`config.mk`:
```
export PLATFORM = sky130hd
export DESIGN_NAME = pesl_top
export DESIGN_NICKNAME = d
export VERILOG_FILES = /design/src/design/pesl_pkg.sv /design/src/design/pesl_top.sv
export VERILOG_INCLUDE_DIRS = /design/src /design/src/design
export SDC_FILE = /design/constraint.sdc
export NUM_CORES = 1
export LEC_CHECK = 0
export ABC_CLOCK_PERIOD_IN_PS = 1700
export BUFFER_PORTS_ARGS = -buffer_cell sky130_fd_sc_hd__buf_4
export CORE_MARGIN = 4
export CORE_UTILIZATION = 35
export CTS_CLUSTER_DIAMETER = 50
export DETAILED_ROUTE_END_ITERATION = 7
export SLEW_MARGIN = 20
export SYNTH_ARGS = -nofsm -noshare
export SYNTH_HDL_FRONTEND = slang
export SYNTH_SLANG_ARGS = --single-unit
```
`constraint.sdc`:
```
create_clock -name clk -period 1.7 [get_ports clk]
set_clock_uncertainty 0.1 [all_clocks]
set_input_delay 0 -clock clk [delete_from_list [all_inputs] [get_ports clk]]
set_output_delay 0 -clock clk [all_outputs]
set_load 0.01 [all_outputs]
```
`src/design/pesl_regs.svh`:
```
// register offsets, reset values, field positions and timing for the event status latches
// assumes an 8-bit register address space on a plain strobe port
`ifndef PESL_REGS_SVH
`define PESL_REGS_SVH

// documented event registers
`define PESL_OFF_STARTUP      8'h65
`define PESL_OFF_MISC         8'h66
`define PESL_OFF_MODERATE     8'h67
`define PESL_OFF_SEVERE       8'h68
// mask registers, same layout, one per event register
`define PESL_OFF_MASK_BASE    8'h70
// live status, regulator request and recovery limit
`define PESL_OFF_LIVE         8'h74
`define PESL_OFF_REGCTL       8'h75
`define PESL_OFF_RECOV_LIM    8'h76

`define PESL_RST_FLAGS        8'h00
`define PESL_RST_MASK         8'h00
`define PESL_RST_REGREQ       4'h0
`define PESL_RST_RECOV_LIM    8'hff

// write-one-to-clear bits per register; the rest is plain storage
`define PESL_W1C_STARTUP      8'h32
`define PESL_W1C_MISC         8'h0b
`define PESL_W1C_MODERATE     8'hdf
`define PESL_W1C_SEVERE       8'h07

// startup register bits
`define PESL_B_SOFT_REBOOT    5
`define PESL_B_FIRST_POWER    4
`define PESL_B_ENABLE_PIN     1
// misc register bits
`define PESL_B_TWARN          3
`define PESL_B_EXT_CLK_LOSS   1
`define PESL_B_SELFTEST_DONE  0
// moderate error register bits
`define PESL_B_RSTOUT_RB      7
`define PESL_B_IRQ_RB         6
`define PESL_B_PM_BUS_ERR     4
`define PESL_B_RECOV_LIMIT    3
`define PESL_B_REG_CRC        2
`define PESL_B_SELFTEST_FAIL  1
`define PESL_B_TSD_ORD        0

// gap between regulator turn-offs in the sequenced shutdown
`define PESL_SEQ_STEP_NS      1000
`define PESL_CLK_MHZ          40
`define PESL_SEQ_STEP_CYC     ((`PESL_SEQ_STEP_NS * `PESL_CLK_MHZ) / 1000)

`endif

```
`src/design/pesl_pkg.sv`:
```
// types shared by the event status latch block
// assumes the constants header is included where offsets are needed
package pesl_pkg;

  // one register access from the host side
  typedef struct packed {
    logic [7:0] addr;
    logic [7:0] wdata;
    logic       wr;
    logic       rd;
  } pesl_bus_s;

  // one-cycle event pulses and the external clock valid level from same-clock monitors
  typedef struct packed {
    logic       soft_reboot;
    logic       first_power;
    logic       ext_clk_valid;
    logic       selftest_done;
    logic       logic_selftest_fail;
    logic       analog_selftest_fail;
    logic       pm_bus_error;
    logic       reg_crc_error;
    logic [2:0] severe;
  } pesl_evt_s;

  typedef enum logic [0:0] {
    PESL_RUN      = 1'b0,
    PESL_SEQ_OFF  = 1'b1
  } pesl_state_e;

endpackage

```
`src/design/pesl_top.sv`:
```
// latched, write-one-to-clear event status registers with masked interrupt
// assumes one 40 MHz clock; pins pass two flops, monitor pulses are same-clock
//
// The address-and-strobe port was decided locally.
`include "pesl_regs.svh"
`timescale 1ns/1ps
`default_nettype none

////////////////////////////////////////////////////////////////////////////////
module pesl_top
  import pesl_pkg::*;
#(
  parameter int RCNT_W   = 8,
  parameter int STEP_CYC = `PESL_SEQ_STEP_CYC,
  parameter int NREG     = 4
)
(
  // clock and reset
  input  wire logic              clk,
  input  wire logic              rst_b,
  // register port
  input  wire pesl_bus_s         bus,
  output logic [7:0]             rdata_q,
  // event sources on this clock
  input  wire pesl_evt_s         evt,
  input  wire logic              thermal_warning_live,
  input  wire logic              ordered_thermal_shutdown_live,
  input  wire logic [RCNT_W-1:0] recovery_counter,
  input  wire logic              reset_out_level,
  // pins, asynchronous
  input  wire logic              enable_pin,
  input  wire logic              reset_output_pin,
  input  wire logic              irq_output_pin,
  // outputs
  output logic                   irq_q,
  output logic [3:0]             reg_en_q,
  output logic                   clk_int_sel_q
);

  // elaboration checks
  if (RCNT_W < 1 || RCNT_W > 8)
  begin : g_chk_w
    $error("recovery counter width must be 1 to 8");
  end
  if (STEP_CYC < 1 || STEP_CYC > 65536)
  begin : g_chk_step
    $error("shutdown step must be 1 to 65536 cycles for the 16-bit counter");
  end
  if (NREG != 4)
  begin : g_chk_nreg
    $error("block serves exactly four event registers");
  end

  ////////////////////////////////////////////////////////////////////////////////
  // pin synchronisers

  logic [2:0]        pin_s1_q;
  logic [2:0]        pin_s2_q;
  logic              en_prev_q;
  logic [1:0]        rst_drv_dly_q;
  logic [1:0]        irq_drv_dly_q;

  // two flops per pin; only the second is read by logic
  always_ff @(posedge clk or negedge rst_b)
  begin
    if (!rst_b)
    begin
      pin_s1_q <= 3'h0;
      pin_s2_q <= 3'h0;
    end
    else
    begin
      pin_s1_q <= {irq_output_pin, reset_output_pin, enable_pin};
      pin_s2_q <= pin_s1_q;
    end
  end

  // driven levels delayed to line up with the synchronised sense
  always_ff @(posedge clk or negedge rst_b)
  begin
    if (!rst_b)
    begin
      en_prev_q     <= 1'b0;
      rst_drv_dly_q <= 2'h0;
      irq_drv_dly_q <= 2'h0;
    end
    else
    begin
      en_prev_q     <= pin_s2_q[0];
      rst_drv_dly_q <= {rst_drv_dly_q[0], reset_out_level};
      irq_drv_dly_q <= {irq_drv_dly_q[0], irq_q};
    end
  end

  ////////////////////////////////////////////////////////////////////////////////
  // monitor edges

  logic              twarn_prev_q;
  logic              tsd_prev_q;
  logic              clkv_prev_q;
  logic [RCNT_W-1:0] rcnt_prev_q;
  logic [7:0]        recov_lim_q;

  // previous values for edge and change detection
  always_ff @(posedge clk or negedge rst_b)
  begin
    if (!rst_b)
    begin
      twarn_prev_q <= 1'b0;
      tsd_prev_q   <= 1'b0;
      clkv_prev_q  <= 1'b1;
      rcnt_prev_q  <= '0;
    end
    else
    begin
      twarn_prev_q <= thermal_warning_live;
      tsd_prev_q   <= ordered_thermal_shutdown_live;
      clkv_prev_q  <= evt.ext_clk_valid;
      rcnt_prev_q  <= recovery_counter;
    end
  end

  logic twarn_rise;
  logic tsd_rise;
  logic clk_lost;
  logic rcnt_hit;
  logic en_rise;
  logic rst_rb_err;
  logic irq_rb_err;

  // edges only, so a clear while the cause persists sticks
  assign twarn_rise = thermal_warning_live & ~twarn_prev_q;
  assign tsd_rise   = ordered_thermal_shutdown_live & ~tsd_prev_q;
  assign clk_lost   = ~evt.ext_clk_valid & clkv_prev_q;
  assign en_rise    = pin_s2_q[0] & ~en_prev_q;
  // counter must move onto the limit, not just sit there
  assign rcnt_hit   = (recovery_counter == recov_lim_q[RCNT_W-1:0])
                    && (recovery_counter != rcnt_prev_q);
  // pin sense against what was driven two cycles ago
  assign rst_rb_err = pin_s2_q[1] ^ rst_drv_dly_q[1];
  assign irq_rb_err = pin_s2_q[2] ^ irq_drv_dly_q[1];

  ////////////////////////////////////////////////////////////////////////////////
  // event vectors per register

  logic [7:0] ev [NREG];
  logic [7:0] w1c [NREG];

  always_comb
  begin
    ev[0] = 8'h00;
    ev[1] = 8'h00;
    ev[2] = 8'h00;
    ev[3] = 8'h00;
    ev[0][`PESL_B_SOFT_REBOOT]   = evt.soft_reboot;
    ev[0][`PESL_B_FIRST_POWER]   = evt.first_power;
    ev[0][`PESL_B_ENABLE_PIN]    = en_rise;
    ev[1][`PESL_B_TWARN]         = twarn_rise;
    ev[1][`PESL_B_EXT_CLK_LOSS]  = clk_lost;
    ev[1][`PESL_B_SELFTEST_DONE] = evt.selftest_done;
    ev[2][`PESL_B_RSTOUT_RB]     = rst_rb_err;
    ev[2][`PESL_B_IRQ_RB]        = irq_rb_err;
    ev[2][`PESL_B_PM_BUS_ERR]    = evt.pm_bus_error;
    ev[2][`PESL_B_RECOV_LIMIT]   = rcnt_hit;
    ev[2][`PESL_B_REG_CRC]       = evt.reg_crc_error;
    ev[2][`PESL_B_SELFTEST_FAIL] = evt.logic_selftest_fail
                                 | evt.analog_selftest_fail;
    ev[2][`PESL_B_TSD_ORD]       = tsd_rise;
    ev[3][2:0]                   = evt.severe;
  end

  assign w1c[0] = `PESL_W1C_STARTUP;
  assign w1c[1] = `PESL_W1C_MISC;
  assign w1c[2] = `PESL_W1C_MODERATE;
  assign w1c[3] = `PESL_W1C_SEVERE;

  ////////////////////////////////////////////////////////////////////////////////
  // flag and mask registers

  logic [7:0] flag_q [NREG];
  logic [7:0] mask_q [NREG];
  logic [7:0] pend   [NREG];
  logic [7:0] off_flag [NREG];

  assign off_flag[0] = `PESL_OFF_STARTUP;
  assign off_flag[1] = `PESL_OFF_MISC;
  assign off_flag[2] = `PESL_OFF_MODERATE;
  assign off_flag[3] = `PESL_OFF_SEVERE;

  for (genvar i = 0; i < NREG; i++)
  begin : g_reg
    logic wr_flag;
    logic wr_mask;
    logic [7:0] flag_d;

    assign wr_flag = bus.wr && (bus.addr == off_flag[i]);
    assign wr_mask = bus.wr && (bus.addr == (`PESL_OFF_MASK_BASE + 8'(i)));

    // ones clear w1c bits, reserved bits store; events win over clear
    always_comb
    begin
      flag_d = flag_q[i];
      if (wr_flag)
      begin
        flag_d = (flag_q[i] & w1c[i] & ~bus.wdata)
               | (bus.wdata & ~w1c[i]);
      end
      flag_d = flag_d | (ev[i] & w1c[i]);
    end

    always_ff @(posedge clk or negedge rst_b)
    begin
      if (!rst_b)
      begin
        flag_q[i] <= `PESL_RST_FLAGS;
      end
      else
      begin
        flag_q[i] <= flag_d;
      end
    end

    always_ff @(posedge clk or negedge rst_b)
    begin
      if (!rst_b)
      begin
        mask_q[i] <= `PESL_RST_MASK;
      end
      else if (wr_mask)
      begin
        mask_q[i] <= bus.wdata;
      end
    end

    // only latched bits can interrupt
    assign pend[i] = flag_q[i] & mask_q[i] & w1c[i];
  end

  // level interrupt while any unmasked flag stands
  always_ff @(posedge clk or negedge rst_b)
  begin
    if (!rst_b)
    begin
      irq_q <= 1'b0;
    end
    else
    begin
      irq_q <= |{pend[0], pend[1], pend[2], pend[3]};
    end
  end

  ////////////////////////////////////////////////////////////////////////////////
  // control registers

  logic [3:0] reg_req_q;
  logic       wr_regctl;
  logic       wr_lim;

  assign wr_regctl = bus.wr && (bus.addr == `PESL_OFF_REGCTL);
  assign wr_lim    = bus.wr && (bus.addr == `PESL_OFF_RECOV_LIM);

  always_ff @(posedge clk or negedge rst_b)
  begin
    if (!rst_b)
    begin
      reg_req_q   <= `PESL_RST_REGREQ;
      recov_lim_q <= `PESL_RST_RECOV_LIM;
    end
    else
    begin
      if (wr_regctl)
      begin
        reg_req_q <= bus.wdata[3:0];
      end
      if (wr_lim)
      begin
        recov_lim_q <= bus.wdata;
      end
    end
  end

  // internal clock held while the external one is invalid
  always_ff @(posedge clk or negedge rst_b)
  begin
    if (!rst_b)
    begin
      clk_int_sel_q <= 1'b0;
    end
    else
    begin
      clk_int_sel_q <= ~evt.ext_clk_valid;
    end
  end

  ////////////////////////////////////////////////////////////////////////////////
  // regulator enables and sequenced shutdown

  pesl_state_e state_q;
  logic [15:0] step_cnt_q;
  logic        tsd_flag;
  logic        step_done;

  assign tsd_flag  = flag_q[2][`PESL_B_TSD_ORD];
  assign step_done = (step_cnt_q == 16'(STEP_CYC - 1));

  // highest regulator goes first; one step per interval
  always_ff @(posedge clk or negedge rst_b)
  begin
    if (!rst_b)
    begin
      state_q    <= PESL_RUN;
      step_cnt_q <= 16'h0000;
      reg_en_q   <= 4'h0;
    end
    else
    begin
      unique case (state_q)
        PESL_RUN:
        begin
          step_cnt_q <= 16'h0000;
          if (tsd_rise)
          begin
            state_q <= PESL_SEQ_OFF;
          end
          else if (tsd_flag)
          begin
            reg_en_q <= 4'h0;
          end
          else
          begin
            reg_en_q <= reg_req_q;
          end
        end
        PESL_SEQ_OFF:
        begin
          if (reg_en_q == 4'h0)
          begin
            state_q <= PESL_RUN;
          end
          else if (step_done)
          begin
            step_cnt_q <= 16'h0000;
            if (reg_en_q[3])
            begin
              reg_en_q[3] <= 1'b0;
            end
            else if (reg_en_q[2])
            begin
              reg_en_q[2] <= 1'b0;
            end
            else if (reg_en_q[1])
            begin
              reg_en_q[1] <= 1'b0;
            end
            else
            begin
              reg_en_q[0] <= 1'b0;
            end
          end
          else
          begin
            step_cnt_q <= step_cnt_q + 16'h0001;
          end
        end
      endcase
    end
  end

  ////////////////////////////////////////////////////////////////////////////////
  // read port, data one cycle after the strobe

  logic [7:0] rd_d;

  always_comb
  begin
    rd_d = 8'h00;
    unique case (bus.addr)
      `PESL_OFF_STARTUP:        rd_d = flag_q[0];
      `PESL_OFF_MISC:           rd_d = flag_q[1];
      `PESL_OFF_MODERATE:       rd_d = flag_q[2];
      `PESL_OFF_SEVERE:         rd_d = flag_q[3];
      `PESL_OFF_MASK_BASE:      rd_d = mask_q[0];
      `PESL_OFF_MASK_BASE + 8'h01: rd_d = mask_q[1];
      `PESL_OFF_MASK_BASE + 8'h02: rd_d = mask_q[2];
      `PESL_OFF_MASK_BASE + 8'h03: rd_d = mask_q[3];
      `PESL_OFF_LIVE:           rd_d = {4'h0, state_q == PESL_SEQ_OFF, clk_int_sel_q,
                                        ordered_thermal_shutdown_live, thermal_warning_live};
      `PESL_OFF_REGCTL:         rd_d = {reg_en_q, reg_req_q};
      `PESL_OFF_RECOV_LIM:      rd_d = recov_lim_q;
      default:                  rd_d = 8'h00;
    endcase
  end

  // unmapped reads and idle cycles return zero
  always_ff @(posedge clk or negedge rst_b)
  begin
    if (!rst_b)
    begin
      rdata_q <= 8'h00;
    end
    else
    begin
      rdata_q <= bus.rd ? rd_d : 8'h00;
    end
  end

endmodule

`default_nettype wire

```
# ---- After elaboration in Yosys (flattened, before gate mapping)
# Cells that the tools add are included.
dict set report classes {
  add_sub_neg 1
  n_eq_ne 20
  n_mux 20
  bitwise 29
  reduce_logical 17
}
# operator count
set ops {}
lappend ops {{8-bit by 7-bit equality test with 1-bit output, second input constant} 11}
lappend ops {{8-bit case mux with 11 select lines} 1}
lappend ops {{8-bit two-way mux} 5}
lappend ops {{16-bit two-way mux} 2}
lappend ops {{8-bit bitwise OR} 4}
lappend ops {{16-bit case mux with 2 select lines} 1}
lappend ops {{16-bit by 1-bit adder with 16-bit output, second input constant} 1}
lappend ops {{8-bit AND} 2}
lappend ops {{16-bit by 6-bit equality test with 1-bit output, second input constant} 1}
lappend ops {{4-bit two-way mux} 4}
lappend ops {{8-bit by 6-bit bitwise OR with 8-bit output} 2}
lappend ops {{16-bit OR reduction} 1}
lappend ops {{1-bit logical AND} 11}
lappend ops {{2-bit != test, second input constant} 5}
lappend ops {{3-bit by 8-bit AND with 8-bit output} 1}
lappend ops {{4-bit by 8-bit AND with 8-bit output} 1}
lappend ops {{6-bit by 8-bit AND with 8-bit output} 1}
lappend ops {{8-bit equality test} 1}
lappend ops {{8-bit != test} 1}
lappend ops {{8-bit inverter} 1}
lappend ops {{8-bit by 3-bit bitwise OR with 8-bit output} 1}
lappend ops {{8-bit by 4-bit bitwise OR with 8-bit output} 1}
lappend ops {{4-bit case mux with 2 select lines} 1}
lappend ops {{6-bit AND} 1}
lappend ops {{16 further kinds} 26}
dict set report word_totals {
  ff_bits 129
  word_cells 115
}

# ---- Logic depth before layout (Yosys ltp)
# Gate-level depths: netlist of run 1.
dict set report depth {
  depth_word 6
  depth_mapped 7
  ltp_nobuf 6
}

# ---- Least setup slack after synthesis of run 1
# OpenSTA, ideal clock, no wires.
dict set report synth_path {
  path_kind {reg2reg}
  start {register reg_en_q[2]}
  end {register step_cnt_q[11]}
  setup_time_ps 86
  arrival_time_ps 1782
  t_required_ps 1514
  path_slack_ps -268
  stages_incl_launch_ff 6
  n_path_buf 0
  synth_period_minus_slack_ps 1968
  path_cell_list {dfrtp_1 > or4b_1 > o2111ai_1 > nor2_1 > mux2i_1 > nor3_1}
}
dict set report synth_via {
  elab_chain_cells 2
}
# element line
set synth_rtl {}
lappend synth_rtl {{start, declared} pesl_top.sv:36} ;# output logic [3:0] reg_en_q,
lappend synth_rtl {{start signal, assigned} pesl_top.sv:331} ;# reg_en_q <= reg_req_q;
lappend synth_rtl {{4-bit logical NOT} pesl_top.sv:336} ;# if (reg_en_q == 4'h0)
lappend synth_rtl {{2-bit != test (no source line)} -}
lappend synth_rtl {{end signal, assigned} pesl_top.sv:362} ;# step_cnt_q <= step_cnt_q + 16'h0001;
lappend synth_rtl {{end, declared} pesl_top.sv:299} ;# logic [15:0] step_cnt_q;
# No other way between the ends.
# A chain may end at the register's enable or synchronous reset.

# ---- Final worst setup path of run 1
dict set report layout_path {
  start {register step_cnt_q[5]}
  end {register step_cnt_q[14]}
}
dict set report layout_via {
  elab_chain_cells 4
  word_cells_on_any_way 5
  classes_between {add/sub: 1; eq/ne: 1; mux: 3}
}
# element line
set layout_rtl {}
lappend layout_rtl {{16-bit by 1-bit adder with 16-bit output / 16-bit by 6-bit equality test with 1-bit output (equally long branches)} {pesl_top.sv:362, pesl_top.sv:304}}
lappend layout_rtl {{16-bit two-way mux *} pesl_top.sv:340} ;# else if (step_done)
lappend layout_rtl {{16-bit two-way mux *} pesl_top.sv:336}
lappend layout_rtl {{16-bit case mux with 2 select lines *} pesl_top.sv:317} ;# unique case (state_q)
# Mark *: on every way between the ends. The rest lies on a longest branch, timed or not. The select of a mux whose other input is x is not followed.

==> metrics.yaml, run 1 <==
status:
  status: "finished, violations left"
  violations: "setup timing"
yosys:
  synth_simple_gate_area_share_pct: 12.97
  yosys.area_share.adder_pct: 0.2098
  avgSynthCellArea_um2: 12.02
  synth.largest_area_cell: "dfrtp_1"
  async_reset_ff_share_pct: 100.0
  netlist.area_leader.share_pct: 50.36
  synth_top_family_by_area: "multiplexers"
  synth_compound_area_share_pct: 10.57
  synth_nets: 542
  synth_seq_cells: 129
  yosys_warnings: 0
  synthFlopType: "dfrtp_1"
  synth_edf_count: 0
  ys_types: 53
  synth_cells: 496
  muxShareOfSynthArea_pct: 16.37
  synthTopCellsByArea: "dfrtp_1 50%, mux2_2 14%, dfstp_2 4.0%"
  synthXorXnorAreaFrac_pct: 3.378
  seq_area_frac_synth_pct: 54.32
  syn_area_mm2: 0.005963
worst_setup_path:
  critPathKind: "register to register"
  path_cells: "nand4_1 -> or2_1 -> or3b_4 -> or3_1 -> a21oi_1"
  cpPeakStageDelay_ns: 0.41
  cp_max_fo: 6
  crit_required_ns: 1.93
  path_buf_inv: 0
  cp_top_family: "simple AND/OR/NAND/NOR gates"
  start_kind: "register"
  cp-end-kind: "register"
  crit_slowest_cell: "or3b_4"
  arrival_ns: 2.08
timing:
  period_needed_ns: 1.850
  period_share_pct: 108.8
  hold_violations: 0
  fmax_ghz: 0.5407
  relSlewSlack_pct: 72.98
  max_slew.worst_pin.slew_ns: 0.4054
  setup_viol: 16
  rsz0062_at_grt: "true"
  slew_viol_final: 0
  setup_ws_ns: -0.1496
floorplanning:
  start_util_pct: 35.83
  io_pins: 59
  die_h_um: 138.5
  die_area_mm2: 0.01919
  rows: 47
  core-area_mm2: 0.01664
  die_x_um: 138.5
route:
  vias_per_cell: 5.309
  post_drt_wl_per_cell_um: 18.56
  firstDrtPassIters: 6
  drc: 0
  ant_nets: 0
  initialDrtViolationCount: 375
  totalWireLength_mm: 16.89
  vias: 4831
layout:
  final_layout_size_suffix_gt1_share_pct: 42.03
  final_cells: 910
  final_util_pct: 50.51
  mostFrequentLayoutCells: "135 x buf_4, 120 x dfrtp_1, 72 x mux2_2"
  syn2layout_area_growth_pct: 40.96
  final_common_cell: "buf_4"
  fin_nets: 723
  antennaDiodeCount: 0
  fillerInstances: 1412
worst_hold_path:
  hp-class: "input pin to async pin"
placement:
  dp_hpwl_mm: 11.95
  dp_cells: 822
  place.gp.congestion: 0.9424
  io_buffer_count: 58
  dp_slack_ns: -0.1711
clock_network:
  cts_tree: "done"
  clkLatencyLatePin_ns: 0.42
  cts.sinks: 129
  clock_path_buffers: 2
  cts_buffers: 17
  htree_num_levels: 4
  cts-root-buf: "clkbuf_16"
  clk_pin_slew_worst_paths_ns: 0.06
global_route:
  grtUsageTotal_pct: 17.59
  grt_pass1_wl_mm: 26.61
  grt_pass1_vias: 4964
  grt_max_degree: 67
  grt-ovfl-total: 0
  grt_antenna_before_repair: 0
pwr:
  p_leak_nw: 3.778
  peakVddDrop_mv: 0.7282
  pwr_density_cell_mw_per_mm2: 976.9
run:
  cap_viol_max_count: 0
## registers in the layout, indices dropped and copies added, names as in the netlist, 4 cells and up
name	count
rdata_q	8
step_cnt_q	16
recov_lim_q	8
reg_en_q	4
mask_q	32
reg_req_q	4
flag_q	32
rcnt_prev_q	8
## through the flow
step / hold WS, ns / total power [mW] / TNS [ns] / instance area (um^2)
after floorplan: -0.3956 / 3.952 / -1.435 / 6015
after global placement: -0.05911 / 4.355 / -1.549 / 7186
after detailed placement: -0.05476 / 4.385 / -2.839 / 7186
after CTS: 0.01928 / 8.196 / -1.117 / 8303
after global routing: 0.05796 / 8.555 / -2.936 / 8406
final: 0.03434 / 8.212 / -1.500 / 8406
## cell type report
class,count,area [um^2],share of cell area (%)
clock buffers,20,466.7,5.552
flip-flops and latches,129,3239,38.54
repair buffers,183,1548,18.41
well taps,220,275.3,3.275
inverters,7,26.28,0.3126
clock inverters,12,131.4,1.563
multi-input cells,339,2719,32.35
## tightest hold or removal path, delay by kind of cell
family / cells / cell delay [ns]
buffers and inverters: 3 / 0.94
## kinds of logic after synthesis
group / Yosys count
AOI/OAI and AO/OA: 91
xor gates and xnor gates: 23
adders and majority gates: 1
buffers and inverters: 28
muxes: 86
and+or+nand+nor: 138
DFF: 129
## metal layers
metal | track usage, % | share of wire, % | vias up
li1 | - | - | 2186
met1 | 23.55 | 45 | 2455
met2 | 28.19 | 48 | 160
met3 | 4.241 | 4.8 | 30
met4 | 5.928 | 1.8 | 0
met5 | 0 | 0 | -
## Yosys cell counts, types with 9 or more instances
master     n
nor2_1    22
a21oi_1   16
a22oi_1    9
dfrtp_1  120
mux2_2    72
a31oi_1    9
dfstp_2    9
a22o_1    12
mux2i_1   12
nand4_1    9
xor2_1    20
nor3_1     9
nand2_1   40
o21ai_0   14
a21o_1    13
## final timing paths
check	startpoint	to	slack [ns]	cells past startpoint
worst max register to register	step_cnt_q[5]	step_cnt_q[14]	-0.15	5
worst min-delay path	rst_b	flag_q[28]	0.03	3
max in group asynchronous	rst_b	rdata_q[0]	1.13	3
worst min register to register	pin_s1_q[0]	pin_s2_q[0]	0.25	0
worst max-delay path	step_cnt_q[5]	step_cnt_q[14]	-0.15	5
min in group clk	bus[1]	flag_q[5]	0.05	4
## where the power goes
part / leakage [nW] / internal (mW) / switching [mW]
clock: 0.285 / 2.28 / 1.36
sequential: 1.63 / 3.24 / 0.101
combinational: 1.87 / 0.610 / 0.624
total: 3.78 / 6.13 / 2.09
## what timing repair did
| item | 4_1_cts | 5_1_grt |
|---|---|---|
| hold endpoints to repair | 221 | 0 |
| endpoints found under the setup margin | 18 | 26 |
| resized for setup | 10 | 19 |
| pin swaps | 11 | 8 |
| setup buffers | 12 | 4 |
| hold buffers | 40 | 0 |
(Power assumes the default switching activity.)
==> run 2: changes to the inputs <==
- ABC_AREA: unset -> 1
- ABC_CLOCK_PERIOD_IN_PS: 1700 -> unset
- RECOVER_POWER: unset -> 25
==> metrics.yaml, run 2 <==
pwr:
  p_leak_nw: 3.998
  switching_share_pct: 22.65
  p_comb_share_pct: 8.4
  p_switching_mw: 1.726
  peakVddDrop_mv: 0.6426
  pwr_density_cell_mw_per_mm2: 926.1
  p_int_mw: 5.895
  p_seq_share_pct: 43.4
  pwr-share-clk_pct: 48.3
placement:
  dp_slack_ns: -0.001672
  post_dp_cell_area_mm2: 0.007206
  dp_hpwl_mm: 12.67
  io_buffer_count: 58
  place.gp.congestion: 0.8445
clock_network:
  clock_path_buffers: 2
  clk_pin_slew_worst_paths_ns: 0.05
  clkLatencyLatePin_ns: 0.42
  cts_buffers: 17
  cts_tree: "done"
  htree_num_levels: 4
  cts-root-buf: "clkbuf_16"
  cts.sinks: 129
yosys:
  ys_types: 35
  syn_area_mm2: 0.006335
  yosysMostFrequentCell: "nand2_1"
  avgSynthCellArea_um2: 8.238
  yosys_warnings: 0
  synth_nets: 815
  synthTopCellsByCount: "190 x nand2_1, 120 x dfrtp_1, 99 x nand3_1"
  synthTopCellsByArea: "dfrtp_1 47%, nand2_1 11%, nand3_1 7.8%"
  synth_edf_count: 0
  synth.largest_area_cell: "dfrtp_1"
  async_reset_ff_share_pct: 100.0
  synth_seq_cells: 129
  synthFlopType: "dfrtp_1"
  synth_cells: 769
  seq_area_frac_synth_pct: 51.14
  netlist.area_leader.share_pct: 47.40
run:
  cap_viol_max_count: 0
layout:
  regArea_mm2: 0.003239
  final_common_cell: "nand2_1"
  top_regs: "flag_q (32), mask_q (32), step_cnt_q (16)"
  multi_input_area_mm2: 0.002688
  antennaDiodeCount: 0
  final_layout_size_suffix_gt1_share_pct: 18.06
  fillerInstances: 1741
  fin_area_mm2: 0.008229
  fin_nets: 952
  syn2layout_area_growth_pct: 29.90
  mostFrequentLayoutCells: "188 x nand2_1, 120 x dfrtp_1, 98 x nand3_1"
worst_setup_path:
  cp_common_cell: "nand2_1"
  crit_required_ns: 1.90
  critPathKind: "register to register"
  path_cells: "ha_2 -> nand2_2 -> inv_2 -> nand2_1 -> nor2_1 -> nand2_1 -> buf_6 -> o21bai_4 -> buf_4 -> nor3_1"
  path_buf_inv: 3
  cp_max_fo: 6
  start_kind: "register"
  arrival_ns: 1.85
  crit_slowest_cell: "dfrtp_1"
  cp_top_family: "flip-flops"
  cpPeakStageDelay_ns: 0.37
  cp-end-kind: "register"
route:
  totalWireLength_mm: 17.24
  ant_nets: 0
  vias_per_cell: 4.879
  initialDrtViolationCount: 364
  vias: 5582
  drc: 0
  firstDrtPassIters: 5
  post_drt_wl_per_cell_um: 15.07
floorplanning:
  die_area_mm2: 0.02032
  rows: 48
  die_h_um: 142.5
  start_util_pct: 36.12
  core-area_mm2: 0.01754
  die_x_um: 142.5
  io_pins: 59
timing:
  hold_violations: 0
  fmax_ghz: 0.6077
  max_slew.worst_pin.slew_ns: 1.366
  setup_viol: 0
  tns_ns: 0
  slew_viol_final: 0
  period_needed_ns: 1.646
  period_share_pct: 96.80
  relSlewSlack_pct: 8.927
  setup_ws_ns: 0.05443
  rsz0062_at_grt: "true"
worst_hold_path:
  hp-class: "input pin to register"
global_route:
  grt_antenna_before_repair: 0
  grt_pass1_wl_mm: 28.27
  grtUsageTotal_pct: 17.87
  grt_pass1_vias: 5412
  grt_max_degree: 51
  grt-ovfl-total: 0
status:
  status: "finished clean"
[run 2: changes by cell type after synthesis, moves of 16 or more]
cell and change:
nand2_1 +150, o21a_1 +21, inv_1 +65, nor2_1 +64, mux2_2 -72, xor2_1 -16, o21ai_0 +45, nand3_1 +91
[run 2: final timing paths]
check	from	endpoint	slack [ns]	cells past startpoint
max in group asynchronous	rst_b	recov_lim_q[6]	0.22	3
min	bus[14]	reg_req_q[3]	0.13	7
min reg2reg	pin_s1_q[0]	pin_s2_q[0]	0.25	0
min in group asynchronous	rst_b	mask_q[23]	0.34	2
max	step_cnt_q[1]	step_cnt_q[2]	0.05	10
max reg2reg	step_cnt_q[1]	step_cnt_q[2]	0.05	10
[run 2: timing repair]
action,4_1_cts,5_1_grt
pin swaps,0,4
setup endpoints to repair,1,16
endpoints found under the hold margin,223,0
buffers inserted,0,4
gates resized for setup,1,7
hold buffers,41,0
[run 2: final cells by class]
class / count / share of cell area, %
flip-flops and latches: 129 / 39.36
multi-input cells: 543 / 32.66
repair buffers: 139 / 13.79
clock buffers: 27 / 6.355
inverters: 76 / 3.467
well taps: 225 / 3.421
clock inverters: 5 / 0.9427
[run 2: routing by layer]
layer	part of all wire (%)	track usage, %	vias up	wire, um
met1	45	24.27	2654	7831
met3	5.7	4.637	27	980
met2	47	28.12	142	8102
met5	0	0	-	0
met4	1.9	5.553	0	327
li1	-	-	2759	-
[run 2: kinds of logic after synthesis]
logic type / after synthesis / share of synthesized area [%]
and+or+nand+nor: 424 / 30.52
AOI/OAI and AO/OA: 105 / 9.560
DFF: 129 / 51.14
xor gates and xnor gates: 13 / 1.797
adders and majority gates: 1 / 0.1975
buffers and inverters: 97 / 6.794
[run 2: tightest hold or removal path: stages]
cell,delay [ns]
buf_4,0.11
nand2_2,0.10
nor2_8,0.07
nand2_1,0.10
nor2_2,0.09
nand2_1,0.06
o21ai_0,0.06
[run 2: through the flow]
step	util (%)	cells	power, mW	hold WS (ns)
after floorplan	-	769	3.624	-0.3956
after global placement	41.09	1067	3.933	-0.1093
after detailed placement	41.09	1067	3.938	-0.1137
after CTS	46.90	1140	7.708	0.01810
after global routing	46.92	1144	7.939	0.1368
final	46.92	1144	7.621	0.1331
[run 2: power by group through the flow]
stage	Clock, mW	Combinational, mW	Sequential, mW
global placement	0	0.576	3.36
floorplan	0	0.288	3.34
detailed placement	0	0.580	3.36
finish	3.68	0.637	3.31
global route	3.91	0.712	3.32
CTS	3.75	0.651	3.31
==> run 3: changes to the inputs <==
- clock period: 1.7 -> 1.6 ns (I/O delays scaled with it)
==> metrics.yaml, run 3 (synthesis gave the netlist of run 2 again) <==
status:
  status: "finished, violations left"
  violations: "setup timing"
route:
  totalWireLength_mm: 17.68
  vias_per_cell: 4.785
  vias: 5546
  drc: 0
  ant_nets: 0
  firstDrtPassIters: 5
  post_drt_wl_per_cell_um: 15.26
  initialDrtViolationCount: 441
worst_setup_path:
  start_kind: "input pin"
  crit_slowest_cell: "dlygate4sd3_1"
  cp_max_fo: 13
  cp-end-kind: "register"
  cp_common_cell: "nand2_4"
  arrival_ns: 1.83
  path_cells: "buf_4 -> inv_2 -> nand2_4 -> nor2_8 -> nand2_1 -> inv_1 -> nand2_4 -> nor2_1 -> o21bai_1 -> dlygate4sd3_1"
  critPathKind: "input pin to register"
  cpPeakStageDelay_ns: 0.56
  crit_required_ns: 1.79
layout:
  final_common_cell: "nand2_1"
  final_cells: 1159
  multi_input_area_mm2: 0.002701
  regArea_mm2: 0.003239
  final_util_pct: 47.60
  antennaDiodeCount: 0
  fillerInstances: 1738
  final_layout_size_suffix_gt1_share_pct: 18.42
  top_regs: "flag_q (32), mask_q (32), step_cnt_q (16)"
  fin_nets: 967
  mostFrequentLayoutCells: "188 x nand2_1, 120 x dfrtp_1, 98 x nand3_1"
  syn2layout_area_growth_pct: 31.76
clock_network:
  clock_path_buffers: 2
  clk_pin_slew_worst_paths_ns: 0.05
  cts-root-buf: "clkbuf_16"
  cts_buffers: 17
  cts.sinks: 129
  clkLatencyLatePin_ns: 0.42
  htree_num_levels: 4
  cts_tree: "done"
global_route:
  grtUsageTotal_pct: 18.53
  grt_max_degree: 49
  grt_antenna_before_repair: 0
  grt-ovfl-total: 0
  grt_pass1_wl_mm: 29.10
  grt_pass1_vias: 5679
placement:
  dp_cells: 1081
  dp_slack_ns: -0.1021
  io_buffer_count: 58
  place.gp.congestion: 0.8539
  dp_hpwl_mm: 12.85
timing:
  period_share_pct: 102.4
  max_slew.worst_pin.slew_ns: 0.6829
  period_needed_ns: 1.639
  tns_ns: -0.1353
  setup_ws_ns: -0.03871
  rsz0062_at_grt: "true"
  setup_viol: 6
  fin_hold_ws_ns: 0.07008
  fmax_ghz: 0.6102
  relSlewSlack_pct: 54.43
  slew_viol_final: 0
  hold_violations: 0
floorplanning:
  die_h_um: 142.5
  die_x_um: 142.5
  rows: 48
  io_pins: 59
  core-area_mm2: 0.01754
  die_area_mm2: 0.02032
  start_util_pct: 36.12
pwr:
  pwr_density_cell_mw_per_mm2: 974.0
  p_leak_nw: 4.035
  peakVddDrop_mv: 0.7920
run:
  cap_viol_max_count: 0
worst_hold_path:
  hp-class: "input pin to register"
[run 3: cell count changes in the layout (fill, tap and decap cells not counted), moves of 3 or more]
cell / delta
clkbuf_8: -3
nor3_1: -3
clkbuf_4: +3
clkbuf_1: +11
nor3_2: +3
[run 3: where the power goes]
part / leakage [nW] / internal (mW) / switching (mW)
registers: 1.56 / 3.42 / 0.0881
logic: 2.18 / 0.308 / 0.381
clock network: 0.292 / 2.57 / 1.36
total: 4.04 / 6.30 / 1.83
[run 3: layer usage]
metal / global-route usage (%) / wire length [um]
met1: 24.39 / 8112
met3: 4.906 / 839
met4: 6.603 / 452
met2: 29.53 / 8278
met5: 0 / 0
[run 3: stage by stage]
step	area, um^2	power [mW]
after detailed placement	7336	4.188
after CTS	8363	8.231
after floorplan	6335	3.851
final	8347	8.130
after global placement	7336	4.179
after global routing	8347	8.484
[run 3: final timing paths]
check	startpoint	to	slack [ns]	depth (start not counted)
worst max-delay path	bus[13]	flag_q[28]	-0.04	10
worst min-delay path	bus[14]	flag_q[13]	0.07	6
worst max register to register	step_cnt_q[0]	reg_en_q[2]	-0.03	11
worst min register to register	pin_s1_q[0]	pin_s2_q[0]	0.25	0
max in group asynchronous	rst_b	clkv_prev_q	0.08	4
min in group asynchronous	rst_b	mask_q[21]	0.60	3
[run 3: repair_timing]
item                                    4_1_cts  5_1_grt
resized for setup                             3       16
hold endpoints to repair                    223        0
setup buffers                                 0        4
hold buffers                                 42        0
pin swaps                                     0        8
endpoints found under the setup margin       13       22
[run 3: worst max-delay path, delay by kind of cell]
family          cells  cell delay (ns)
compound gates      1             0.07
buf+inv             4             0.97
simple gates        5             0.80
[run 3: final cells by class]
| class | instances | share of cell area, % |
|---|---|---|
| Clock buffer | 26 | 5.861 |
| Multi-Input combinational cell | 543 | 32.36 |
| Timing Repair Buffer | 154 | 14.92 |
| Sequential cell | 129 | 38.81 |
| Tap cell | 225 | 3.373 |
| Clock inverter | 6 | 1.259 |
| Inverter | 76 | 3.418 |
